--- src/cbcs_pkg.sv ---
// package: types and constants of the core bus cycle sequencer
package cbcs_pkg;
	localparam logic [31:0] CBCS_WORD = 32'h4;
	localparam logic [31:0] CBCS_PC_AHEAD = 32'h8;
	localparam logic [31:0] CBCS_PC_NEXT = 32'hC;
	localparam logic [31:0] CBCS_LINK_ADJ = 32'h4;
	localparam int CBCS_SHAMT_W = 8;
	localparam int CBCS_BOOTH_STEP = 2;
	localparam int CBCS_CNT_W = 5;
	localparam logic [31:0] CBCS_ADDR_RST = 32'h0;
	localparam logic [7:0] CBCS_SHAMT_RST = 8'h0;

	typedef enum logic [1:0] {
		CBCS_K_BRANCH = 2'h0,
		CBCS_K_DATA = 2'h1,
		CBCS_K_PSR = 2'h2,
		CBCS_K_MUL = 2'h3
	} cbcs_kind_e;

	// gray along idle, second, third, fourth; booth off idle
	typedef enum logic [2:0] {
		CBCS_ST_IDLE = 3'h0,
		CBCS_ST_SECOND = 3'h1,
		CBCS_ST_THIRD = 3'h3,
		CBCS_ST_FOURTH = 3'h7,
		CBCS_ST_BOOTH = 3'h2
	} cbcs_state_e;

	typedef enum logic [1:0] {
		CBCS_B_PASS = 2'h0,
		CBCS_B_ADD = 2'h1,
		CBCS_B_SUB = 2'h2
	} cbcs_booth_e;

	typedef struct packed {
		cbcs_kind_e kind;
		logic link;
		logic shift_by_reg;
		logic dest_pc;
		logic compare;
		logic accumulate;
		logic [31:0] pc;
		logic [31:0] target;
		logic [31:0] shift_src;
		logic [31:0] multiplier_operand_reg;
		logic [31:0] multiplicand_operand_reg;
		logic [31:0] accum;
	} cbcs_instr_s;

	typedef struct packed {
		logic [31:0] addr;
		logic memory_request_low;
		logic sequential_cycle_flag;
		logic byte_word_select_low;
		logic read_write_select_low;
		logic opcode_fetch_low;
	} cbcs_bus_s;

	localparam cbcs_bus_s CBCS_BUS_RST = '{addr: CBCS_ADDR_RST, memory_request_low: 1'b1,
		sequential_cycle_flag: 1'b0, byte_word_select_low: 1'b1, read_write_select_low: 1'b0,
		opcode_fetch_low: 1'b1};
endpackage

--- src/cbcs_core.sv ---
// core bus cycle sequencer: branch, data, status transfer and multiply cycles
// Summary of operation
// RULE1 - request and sequential flags announce next cycle
// RULE2 - address and strobes describe their own cycle
// RULE3 - branch cycle one prefetches from pc+8
// RULE4 - cycle two fetches target, saves link
// RULE5 - cycle three fetches target+4, link minus 4
// RULE6 - branch cycles are word opcode reads
// RULE7 - data operation takes one cycle with prefetch
// RULE8 - compares write flags only, no result
// RULE9 - register shift adds cycle, then internal
// RULE10 - address held across internal shift cycle
// RULE11 - pc write flushes, fetch from alu
// RULE12 - refill before execution, exceptions locked out
// RULE13 - status transfers time as data, no pc
// RULE14 - early terminating two bit booth multiply
// RULE15 - first multiply cycle loads accumulator or zero
// RULE16 - booth adds, subtracts or passes shifted multiplicand
// RULE17 - multiplier shifts two bits, ends at zero
// RULE18 - later multiply cycles internal, address pc+12
// RULE19 - final multiply cycle announces sequential prefetch
`timescale 1ns/100ps
module cbcs_core (
	input wire logic clk,
	input wire logic sys_rst,
	input wire logic instr_valid,
	input wire cbcs_pkg::cbcs_instr_s instr,
	output cbcs_pkg::cbcs_bus_s bus_q,
	output logic ready_q,
	output logic dest_we_q,
	output logic flags_we_q,
	output logic link_we_q,
	output logic [31:0] link_register_q,
	output logic [7:0] shamt_q,
	output logic shamt_we_q,
	output logic flush_q,
	output logic addr_from_alu_q,
	output logic exc_lock_q,
	output logic [31:0] fetch_next_q,
	output cbcs_pkg::cbcs_booth_e booth_op_q,
	output logic [5:0] booth_shift_q,
	output logic [31:0] product_q
);
	cbcs_pkg::cbcs_state_e state_q, state_d;
	cbcs_pkg::cbcs_bus_s bus_d;
	cbcs_pkg::cbcs_kind_e kind_q, kind_d;
	cbcs_pkg::cbcs_booth_e booth_op_d;
	logic ready_d, dest_we_d, flags_we_d, link_we_d, shamt_we_d, flush_d, addr_from_alu_d, exc_lock_d;
	logic link_q, link_d, sreg_q, sreg_d, dpc_q, dpc_d, cmp_q, cmp_d;
	logic [31:0] pc_q, pc_d, tgt_q, tgt_d, link_register_d, fetch_next_d, product_d;
	logic [31:0] mplier_q, mplier_d, mcand_q, mcand_d, mshift;
	logic [7:0] shamt_d;
	logic [5:0] booth_shift_d;
	logic [cbcs_pkg::CBCS_CNT_W-1:0] n_q, n_d;
	logic borrow_q, borrow_d, accept, last_step;

	assign accept = instr_valid && ready_q;

	always_comb begin
		state_d = state_q;
		bus_d = bus_q;
		kind_d = kind_q;
		link_d = link_q;
		sreg_d = sreg_q;
		dpc_d = dpc_q;
		cmp_d = cmp_q;
		pc_d = pc_q;
		tgt_d = tgt_q;
		link_register_d = link_register_q;
		fetch_next_d = fetch_next_q;
		product_d = product_q;
		mplier_d = mplier_q;
		mcand_d = mcand_q;
		n_d = n_q;
		borrow_d = borrow_q;
		shamt_d = shamt_q;
		booth_shift_d = booth_shift_q;
		booth_op_d = cbcs_pkg::CBCS_B_PASS;
		dest_we_d = 1'b0;
		flags_we_d = 1'b0;
		link_we_d = 1'b0;
		shamt_we_d = 1'b0;
		flush_d = 1'b0;
		addr_from_alu_d = 1'b0;
		exc_lock_d = exc_lock_q;
		mshift = 32'h0;
		last_step = 1'b0;
		// RULE2 strobes of own cycle
		// RULE6 word reads only
		bus_d.byte_word_select_low = 1'b1;
		bus_d.read_write_select_low = 1'b0;
		case (state_q)
			cbcs_pkg::CBCS_ST_IDLE: begin
				exc_lock_d = 1'b0;
				bus_d.memory_request_low = 1'b1;
				bus_d.sequential_cycle_flag = 1'b0;
				bus_d.opcode_fetch_low = 1'b1;
				if (accept) begin
					kind_d = instr.kind;
					link_d = instr.link;
					sreg_d = instr.shift_by_reg;
					// RULE13 no pc for status transfer
					dpc_d = instr.dest_pc && (instr.kind == cbcs_pkg::CBCS_K_DATA) && !instr.compare;
					cmp_d = instr.compare;
					pc_d = instr.pc;
					tgt_d = instr.target;
					// RULE3 prefetch from pc+8
					bus_d.addr = instr.pc + cbcs_pkg::CBCS_PC_AHEAD;
					bus_d.opcode_fetch_low = 1'b0;
					fetch_next_d = instr.pc + cbcs_pkg::CBCS_PC_NEXT;
					case (instr.kind)
						cbcs_pkg::CBCS_K_BRANCH: begin
							// RULE1 announce non-sequential target
							bus_d.memory_request_low = 1'b0;
							state_d = cbcs_pkg::CBCS_ST_SECOND;
						end
						cbcs_pkg::CBCS_K_MUL: begin
							// RULE15 accumulate or zero
							product_d = instr.accumulate ? instr.accum : 32'h0;
							// RULE14 multiplier into booth shifter
							mplier_d = instr.multiplier_operand_reg;
							mcand_d = instr.multiplicand_operand_reg;
							borrow_d = 1'b0;
							n_d = '0;
							state_d = cbcs_pkg::CBCS_ST_BOOTH;
						end
						default: begin
							if (instr.shift_by_reg) begin
								// RULE9 latch shift amount
								shamt_d = instr.shift_src[cbcs_pkg::CBCS_SHAMT_W-1:0];
								shamt_we_d = 1'b1;
								state_d = cbcs_pkg::CBCS_ST_SECOND;
							end else begin
								// RULE7 single cycle operation
								bus_d.memory_request_low = 1'b0;
								bus_d.sequential_cycle_flag = !dpc_d;
								// RULE8 compares set flags only
								dest_we_d = !instr.compare;
								flags_we_d = instr.compare;
								if (dpc_d) begin
									exc_lock_d = 1'b1;
									state_d = cbcs_pkg::CBCS_ST_SECOND;
								end
							end
						end
					endcase
				end
			end
			cbcs_pkg::CBCS_ST_SECOND: begin
				bus_d.memory_request_low = 1'b0;
				bus_d.sequential_cycle_flag = 1'b1;
				if (kind_q == cbcs_pkg::CBCS_K_BRANCH || !sreg_q) begin
					// RULE4 fetch target, save return
					bus_d.addr = tgt_q;
					bus_d.opcode_fetch_low = 1'b0;
					// RULE11 flush, address from alu
					flush_d = 1'b1;
					addr_from_alu_d = 1'b1;
					link_we_d = (kind_q == cbcs_pkg::CBCS_K_BRANCH) && link_q;
					link_register_d = pc_q + cbcs_pkg::CBCS_PC_AHEAD;
					state_d = cbcs_pkg::CBCS_ST_THIRD;
				end else begin
					// RULE10 address held at pc+12
					bus_d.addr = pc_q + cbcs_pkg::CBCS_PC_NEXT;
					bus_d.opcode_fetch_low = 1'b1;
					bus_d.sequential_cycle_flag = !dpc_q;
					dest_we_d = !cmp_q;
					flags_we_d = cmp_q;
					exc_lock_d = dpc_q;
					state_d = dpc_q ? cbcs_pkg::CBCS_ST_THIRD : cbcs_pkg::CBCS_ST_IDLE;
				end
			end
			cbcs_pkg::CBCS_ST_THIRD: begin
				bus_d.memory_request_low = 1'b0;
				bus_d.sequential_cycle_flag = 1'b1;
				bus_d.opcode_fetch_low = 1'b0;
				if (kind_q != cbcs_pkg::CBCS_K_BRANCH && sreg_q) begin
					bus_d.addr = tgt_q;
					flush_d = 1'b1;
					addr_from_alu_d = 1'b1;
					state_d = cbcs_pkg::CBCS_ST_FOURTH;
				end else begin
					// RULE5 refill target+4, adjust link
					bus_d.addr = tgt_q + cbcs_pkg::CBCS_WORD;
					link_we_d = (kind_q == cbcs_pkg::CBCS_K_BRANCH) && link_q;
					link_register_d = link_register_q - cbcs_pkg::CBCS_LINK_ADJ;
					fetch_next_d = tgt_q + cbcs_pkg::CBCS_PC_AHEAD;
					state_d = cbcs_pkg::CBCS_ST_IDLE;
				end
			end
			cbcs_pkg::CBCS_ST_FOURTH: begin
				bus_d.memory_request_low = 1'b0;
				bus_d.sequential_cycle_flag = 1'b1;
				bus_d.opcode_fetch_low = 1'b0;
				bus_d.addr = tgt_q + cbcs_pkg::CBCS_WORD;
				// RULE12 next fetch at target+8
				fetch_next_d = tgt_q + cbcs_pkg::CBCS_PC_AHEAD;
				state_d = cbcs_pkg::CBCS_ST_IDLE;
			end
			cbcs_pkg::CBCS_ST_BOOTH: begin
				// RULE18 internal cycle at pc+12
				bus_d.addr = pc_q + cbcs_pkg::CBCS_PC_NEXT;
				bus_d.opcode_fetch_low = 1'b1;
				// RULE16 booth digit selects operation
				booth_shift_d = {n_q, 1'b0};
				case ({mplier_q[1:0], borrow_q})
					3'h1, 3'h2: booth_op_d = cbcs_pkg::CBCS_B_ADD;
					3'h3: begin
						booth_op_d = cbcs_pkg::CBCS_B_ADD;
						booth_shift_d = {n_q, 1'b1};
					end
					3'h4: begin
						booth_op_d = cbcs_pkg::CBCS_B_SUB;
						booth_shift_d = {n_q, 1'b1};
					end
					3'h5, 3'h6: booth_op_d = cbcs_pkg::CBCS_B_SUB;
					default: booth_op_d = cbcs_pkg::CBCS_B_PASS;
				endcase
				mshift = mcand_q << booth_shift_d;
				if (booth_op_d == cbcs_pkg::CBCS_B_ADD) begin
					product_d = product_q + mshift;
				end else if (booth_op_d == cbcs_pkg::CBCS_B_SUB) begin
					product_d = product_q - mshift;
				end
				// RULE17 shift two bits, stop at zero with no borrow
				mplier_d = mplier_q >> cbcs_pkg::CBCS_BOOTH_STEP;
				borrow_d = mplier_q[1];
				n_d = n_q + 1'b1;
				last_step = (mplier_d == 32'h0) && !borrow_d;
				// RULE19 final cycle announces sequential fetch
				bus_d.memory_request_low = !last_step;
				bus_d.sequential_cycle_flag = last_step;
				if (last_step) begin
					dest_we_d = 1'b1;
					state_d = cbcs_pkg::CBCS_ST_IDLE;
				end
			end
			default: begin
				state_d = cbcs_pkg::CBCS_ST_IDLE;
			end
		endcase
		// RULE12 no new instruction before refill
		ready_d = (state_d == cbcs_pkg::CBCS_ST_IDLE);
	end

	always_ff @(posedge clk or posedge sys_rst) begin
		if (sys_rst) begin
			state_q <= cbcs_pkg::CBCS_ST_IDLE;
			bus_q <= cbcs_pkg::CBCS_BUS_RST;
			kind_q <= cbcs_pkg::CBCS_K_BRANCH;
			booth_op_q <= cbcs_pkg::CBCS_B_PASS;
			{ready_q, dest_we_q, flags_we_q, link_we_q, shamt_we_q} <= 5'h10;
			{flush_q, addr_from_alu_q, exc_lock_q, link_q, sreg_q, dpc_q, cmp_q, borrow_q} <= 8'h00;
			pc_q <= cbcs_pkg::CBCS_ADDR_RST;
			tgt_q <= cbcs_pkg::CBCS_ADDR_RST;
			link_register_q <= cbcs_pkg::CBCS_ADDR_RST;
			fetch_next_q <= cbcs_pkg::CBCS_ADDR_RST;
			product_q <= 32'h0;
			mplier_q <= 32'h0;
			mcand_q <= 32'h0;
			shamt_q <= cbcs_pkg::CBCS_SHAMT_RST;
			booth_shift_q <= 6'h0;
			n_q <= '0;
		end else begin
			state_q <= state_d;
			bus_q <= bus_d;
			kind_q <= kind_d;
			booth_op_q <= booth_op_d;
			{ready_q, dest_we_q, flags_we_q, link_we_q, shamt_we_q} <= {ready_d, dest_we_d, flags_we_d, link_we_d,
				shamt_we_d};
			{flush_q, addr_from_alu_q, exc_lock_q, link_q, sreg_q, dpc_q, cmp_q, borrow_q} <= {flush_d,
				addr_from_alu_d, exc_lock_d, link_d, sreg_d, dpc_d, cmp_d, borrow_d};
			pc_q <= pc_d;
			tgt_q <= tgt_d;
			link_register_q <= link_register_d;
			fetch_next_q <= fetch_next_d;
			product_q <= product_d;
			mplier_q <= mplier_d;
			mcand_q <= mcand_d;
			shamt_q <= shamt_d;
			booth_shift_q <= booth_shift_d;
			n_q <= n_d;
		end
	end

	logic acc_br, acc_mul, acc_sreg, acc_cmp;
	assign acc_br = accept && instr.kind == cbcs_pkg::CBCS_K_BRANCH;
	assign acc_mul = accept && instr.kind == cbcs_pkg::CBCS_K_MUL;
	assign acc_sreg = accept && instr.kind != cbcs_pkg::CBCS_K_BRANCH && !acc_mul && instr.shift_by_reg;
	assign acc_cmp = accept && instr.kind == cbcs_pkg::CBCS_K_DATA && instr.compare && !instr.shift_by_reg;
endmodule

--- config.mk ---
export PLATFORM = sky130hd
export DESIGN_NAME = cbcs_core
export DESIGN_NICKNAME = d
export VERILOG_FILES = /design/src/cbcs_pkg.sv /design/src/cbcs_core.sv
export SDC_FILE = /design/constraint.sdc
export NUM_CORES = 1
export LEC_CHECK = 0
export ABC_AREA = 0
export BUFFER_PORTS_ARGS = -buffer_cell sky130_fd_sc_hd__buf_2
export CAP_MARGIN = 20
export CORE_ASPECT_RATIO = 1.2
export CORE_MARGIN = 3
export CORE_UTILIZATION = 25
export CTS_CLUSTER_DIAMETER = 100
export DETAILED_ROUTE_END_ITERATION = 12
export PLACE_DENSITY_LB_ADDON = 0.1
export SYNTH_ARGS = -nofsm -noshare
export SYNTH_HDL_FRONTEND = slang
export SYNTH_SLANG_ARGS = --single-unit
--- constraint.sdc ---
create_clock -name clk -period 11.46 [get_ports clk]
set_clock_uncertainty 0.15 [all_clocks]
set_input_delay 2.865 -clock clk [delete_from_list [all_inputs] [get_ports clk]]
set_output_delay 2.865 -clock clk [all_outputs]
set_load 0.03 [all_outputs]
==> reports/results.txt <==
combinational family with the most area after synthesis -> simple AND/OR/NAND/NOR gates
count of buffers inserted at the top-level ports -> 332
reg-to-reg setup timing slack -> 3.81 ns
commonest cells in the netlist -> sky130_fd_sc_hd__nand2_1, sky130_fd_sc_hd__dfrtp_1, sky130_fd_sc_hd__nor2_1, sky130_fd_sc_hd__o21ai_0, sky130_fd_sc_hd__a21oi_1
Syn. warnings -> 0
Synth area leader -> sky130_fd_sc_hd__dfrtp_1
worst min path class -> reg2reg
Synth Area in Simple Gates -> 23.5%
Total Nets Final -> 3061
pin slew with the least headroom to its limit -> 1.04 ns
type of destination of the critical path -> flop
source-to-sink clock delay at the later pin of the worst-skew pair -> 0.57 ns
Yosys top cell area share -> 35.6%
maximum fanout along the worst path -> 36
most frequent cell after synthesis -> sky130_fd_sc_hd__nand2_1
leakage power of the design -> 10.9 nW
largest vdd supply drop -> 0.169 mV
area enclosed by the die boundary -> 86100 um2
CTS tree -> yes
die span in x -> 268 um
Iteration-0 DRC Markers -> 1343
largest cells by area after synthesis -> sky130_fd_sc_hd__dfrtp_1, sky130_fd_sc_hd__nand2_1, sky130_fd_sc_hd__nor2_1
register area share after synthesis -> 36.0%
most frequently used flop master after synthesis -> sky130_fd_sc_hd__dfrtp_1
crit-path cells -> and3b_1 > nor2_8 > mux4_2 > mux2i_4 > nand4_1 > a21boi_4 > a31oi_1 > xor2_1 > ha_1 > o21ai_0 > nand2b_1 > a21oi_1 > nor4_1 > o21ai_0 > o41ai_1 > a21oi_1 > o21ai_0 > xnor2_1 > xnor2_1 > a221oi_1 > nor2_1
largest stage delay on the critical path -> 0.95 ns
via count of the first global-routing pass -> 20200
first-pass iteration count of the detailed router -> 5
overflow left after global routing -> 0
area fraction in compound gates after synthesis -> 18.3%
cell with the most instances on the worst path -> sky130_fd_sc_hd__o21ai_0
status -> completed
total nets after synthesis -> 2838
count of flip-flops with a built-in enable after synthesis -> 0
antenna violations before repair -> 13
core footprint -> 81200 um2
final wirelength -> 89.2 mm
number of distinct library cell variants in the gate-level netlist after synthesis -> 89
final critical delay including setup and external delays -> 7.65 ns
remaining design rule violation count -> 0
ANT nets after route -> 0
wire length of the first global-routing pass -> 132 mm
MaxCap Viol Count -> 0
Slew Viols, Final -> 0
clock net sink count -> 297
area share of fa/ha/maj cells after synthesis -> 3.25%
sort of element at the start of the critical path -> flop
maximum buffer depth of the clock tree -> 3
final number of hold-violating endpoints -> 0
fraction of final layout cells sized beyond drive strength 1 -> 18.1%
P&R area growth vs syn -> 18.9%
die span in y -> 321 um
effective utilization at floorplan -> 25.4%
flops & latches, synth -> 297
I/O pin total -> 359
synthesized instance count -> 2583
pin count of the biggest net entering global routing -> 140
mux share of post-synthesis cell area -> 6.72%
path type of the worst setup path -> reg2reg
number of gates resized after cts -> 0
Overall Global Routing Usage -> 20.3%
xor/xnor cell area share of the yosys netlist -> 7.89%
cell area reported after detailed placement -> 23200 um2
Slowest-stage cell, CP -> sky130_fd_sc_hd__dfrtp_1
Final HPWL DP -> 68.1 mm
async set-or-reset flop fraction in the synthesized netlist -> 100%
Avg WL per Cell -> 23.0 um
ratio of total power to cell area -> 412 nW/um2
hold bufs inserted after CTS -> 0
maximum level of the CTS H-tree -> 2
number of vias per cell -> 5.13
standard-cell rows -> 114
Avg Inst Size Synth -> 7.99 um2
peak clock frequency supported by timing -> 0.131 GHz
clock transition at the registers of the reported paths -> 0.06 ns
worst path arrival time -> 7.92 ns
data required time of the critical path -> 11.74 ns
RePlAce Congestion -> 0.954
relative max-transition margin -> 30.5%
post-synthesis instance area -> 20600 um2
CTS buffer count -> 40
Post-CTS Setup Inserts -> 0
routed via count -> 19900
Setup-failing EPs final -> 0
Final Instance Area -> 24500 um2
Period Utilization, post-route -> 66.7%
RSZ-0062 raised after global routing -> false
Fin Setup TNS -> 0 ns
Root Driver -> sky130_fd_sc_hd__clkbuf_16
[sequential cells by signal (all words and copies together), names as in the netlist, 2 cells and up]
name,count
shamt_q,8
product_q,32
booth_op_q,2
kind_q,2
mplier_q,32
link_register_q,32
booth_shift_q,6
pc_q,32
tgt_q,32
bus_q,35
mcand_q,32
fetch_next_q,32
n_q,5
state_q,3
[through the flow]
stage | worst slack [ns] | hold slack (ns) | power (mW) | util [%] | std cells
after floorplan | 0.246 | 0.276 | 6.82 | - | 2583
after global placement | 3.71 | 0.312 | 8.79 | 28.6 | 3807
after detailed placement | 3.79 | 0.311 | 8.85 | 28.6 | 3807
after CTS | 3.72 | 0.328 | 10.2 | 30.2 | 3875
after global routing | 3.08 | 0.355 | 11.0 | 30.2 | 3877
final | 3.81 | 0.324 | 10.1 | 30.2 | 3882
[cell usage in the layout (no fill, tap or decap), types with 41 or more instances in the layout]
cell type / count
sky130_fd_sc_hd__ha_1: 52
sky130_fd_sc_hd__nand2_1: 539
sky130_fd_sc_hd__o21ai_0: 188
sky130_fd_sc_hd__nor2_1: 256
sky130_fd_sc_hd__xor2_1: 78
sky130_fd_sc_hd__nand4_1: 41
sky130_fd_sc_hd__nand3_1: 77
sky130_fd_sc_hd__nor3_1: 50
sky130_fd_sc_hd__dfrtp_1: 294
sky130_fd_sc_hd__buf_2: 332
sky130_fd_sc_hd__mux2i_1: 60
sky130_fd_sc_hd__a31oi_1: 42
sky130_fd_sc_hd__xnor2_1: 108
sky130_fd_sc_hd__a21oi_1: 168
sky130_fd_sc_hd__clkbuf_16: 42
[power breakdown]
part,internal [mW],switching [mW]
clock,0.786,0.519
combinational,2.38,4.18
sequential,1.56,0.694
total,4.72,5.39
[kinds of logic after synthesis]
family	count (synthesis)
muxes	105
buffers and inverters	223
other	2
AOI/OAI and AO/OA	613
xor gates and xnor gates	186
adders and majority gates	53
and+or+nand+nor	1104
DFF	297
[worst max-delay path: cells and delay by family (launching register included)]
family / cells / cell delay (ns)
AOI/OAI and AO/OA: 9 / 2.62
xor gates and xnor gates: 3 / 0.44
adders and majority gates: 1 / 0.39
DFF: 1 / 0.95
muxes: 2 / 1.04
and+or+nand+nor: 6 / 1.84
[per-layer routing]
metal  vias up  global-route usage [%]  part of all wire (%)
met5         -                       0                 0.022
met4         2                    5.56                   2.8
met3       111                    3.29                   4.9
met2       552                    37.7                    52
met1      9760                    23.8                    40
li1       9504                       -                     -
[path summary, 6_finish.rpt]
check,from,cells past startpoint,endpoint
setup / recovery,mplier_q[1],21,product_q[31]
hold / removal,booth_shift_q[0],2,booth_shift_q[0]
setup reg to reg,mplier_q[1],21,product_q[31]
hold reg to reg,booth_shift_q[0],2,booth_shift_q[0]
max in group asynchronous,sys_rst,3,bus_q[26]
min in group asynchronous,sys_rst,2,mplier_q[24]
[layout make-up]
class	count	area [um2]
Sequential cell	297	7440
Antenna cell	6	15.0
Tap cell	1044	1310
Clock inverter	12	159
Timing Repair Buffer	362	1900
Inverter	42	165
Fill cell	8841	56600
Clock buffer	56	1180
Multi-Input combinational cell	2063	12400
No activity file was read; power rests on OpenSTA's default activity.
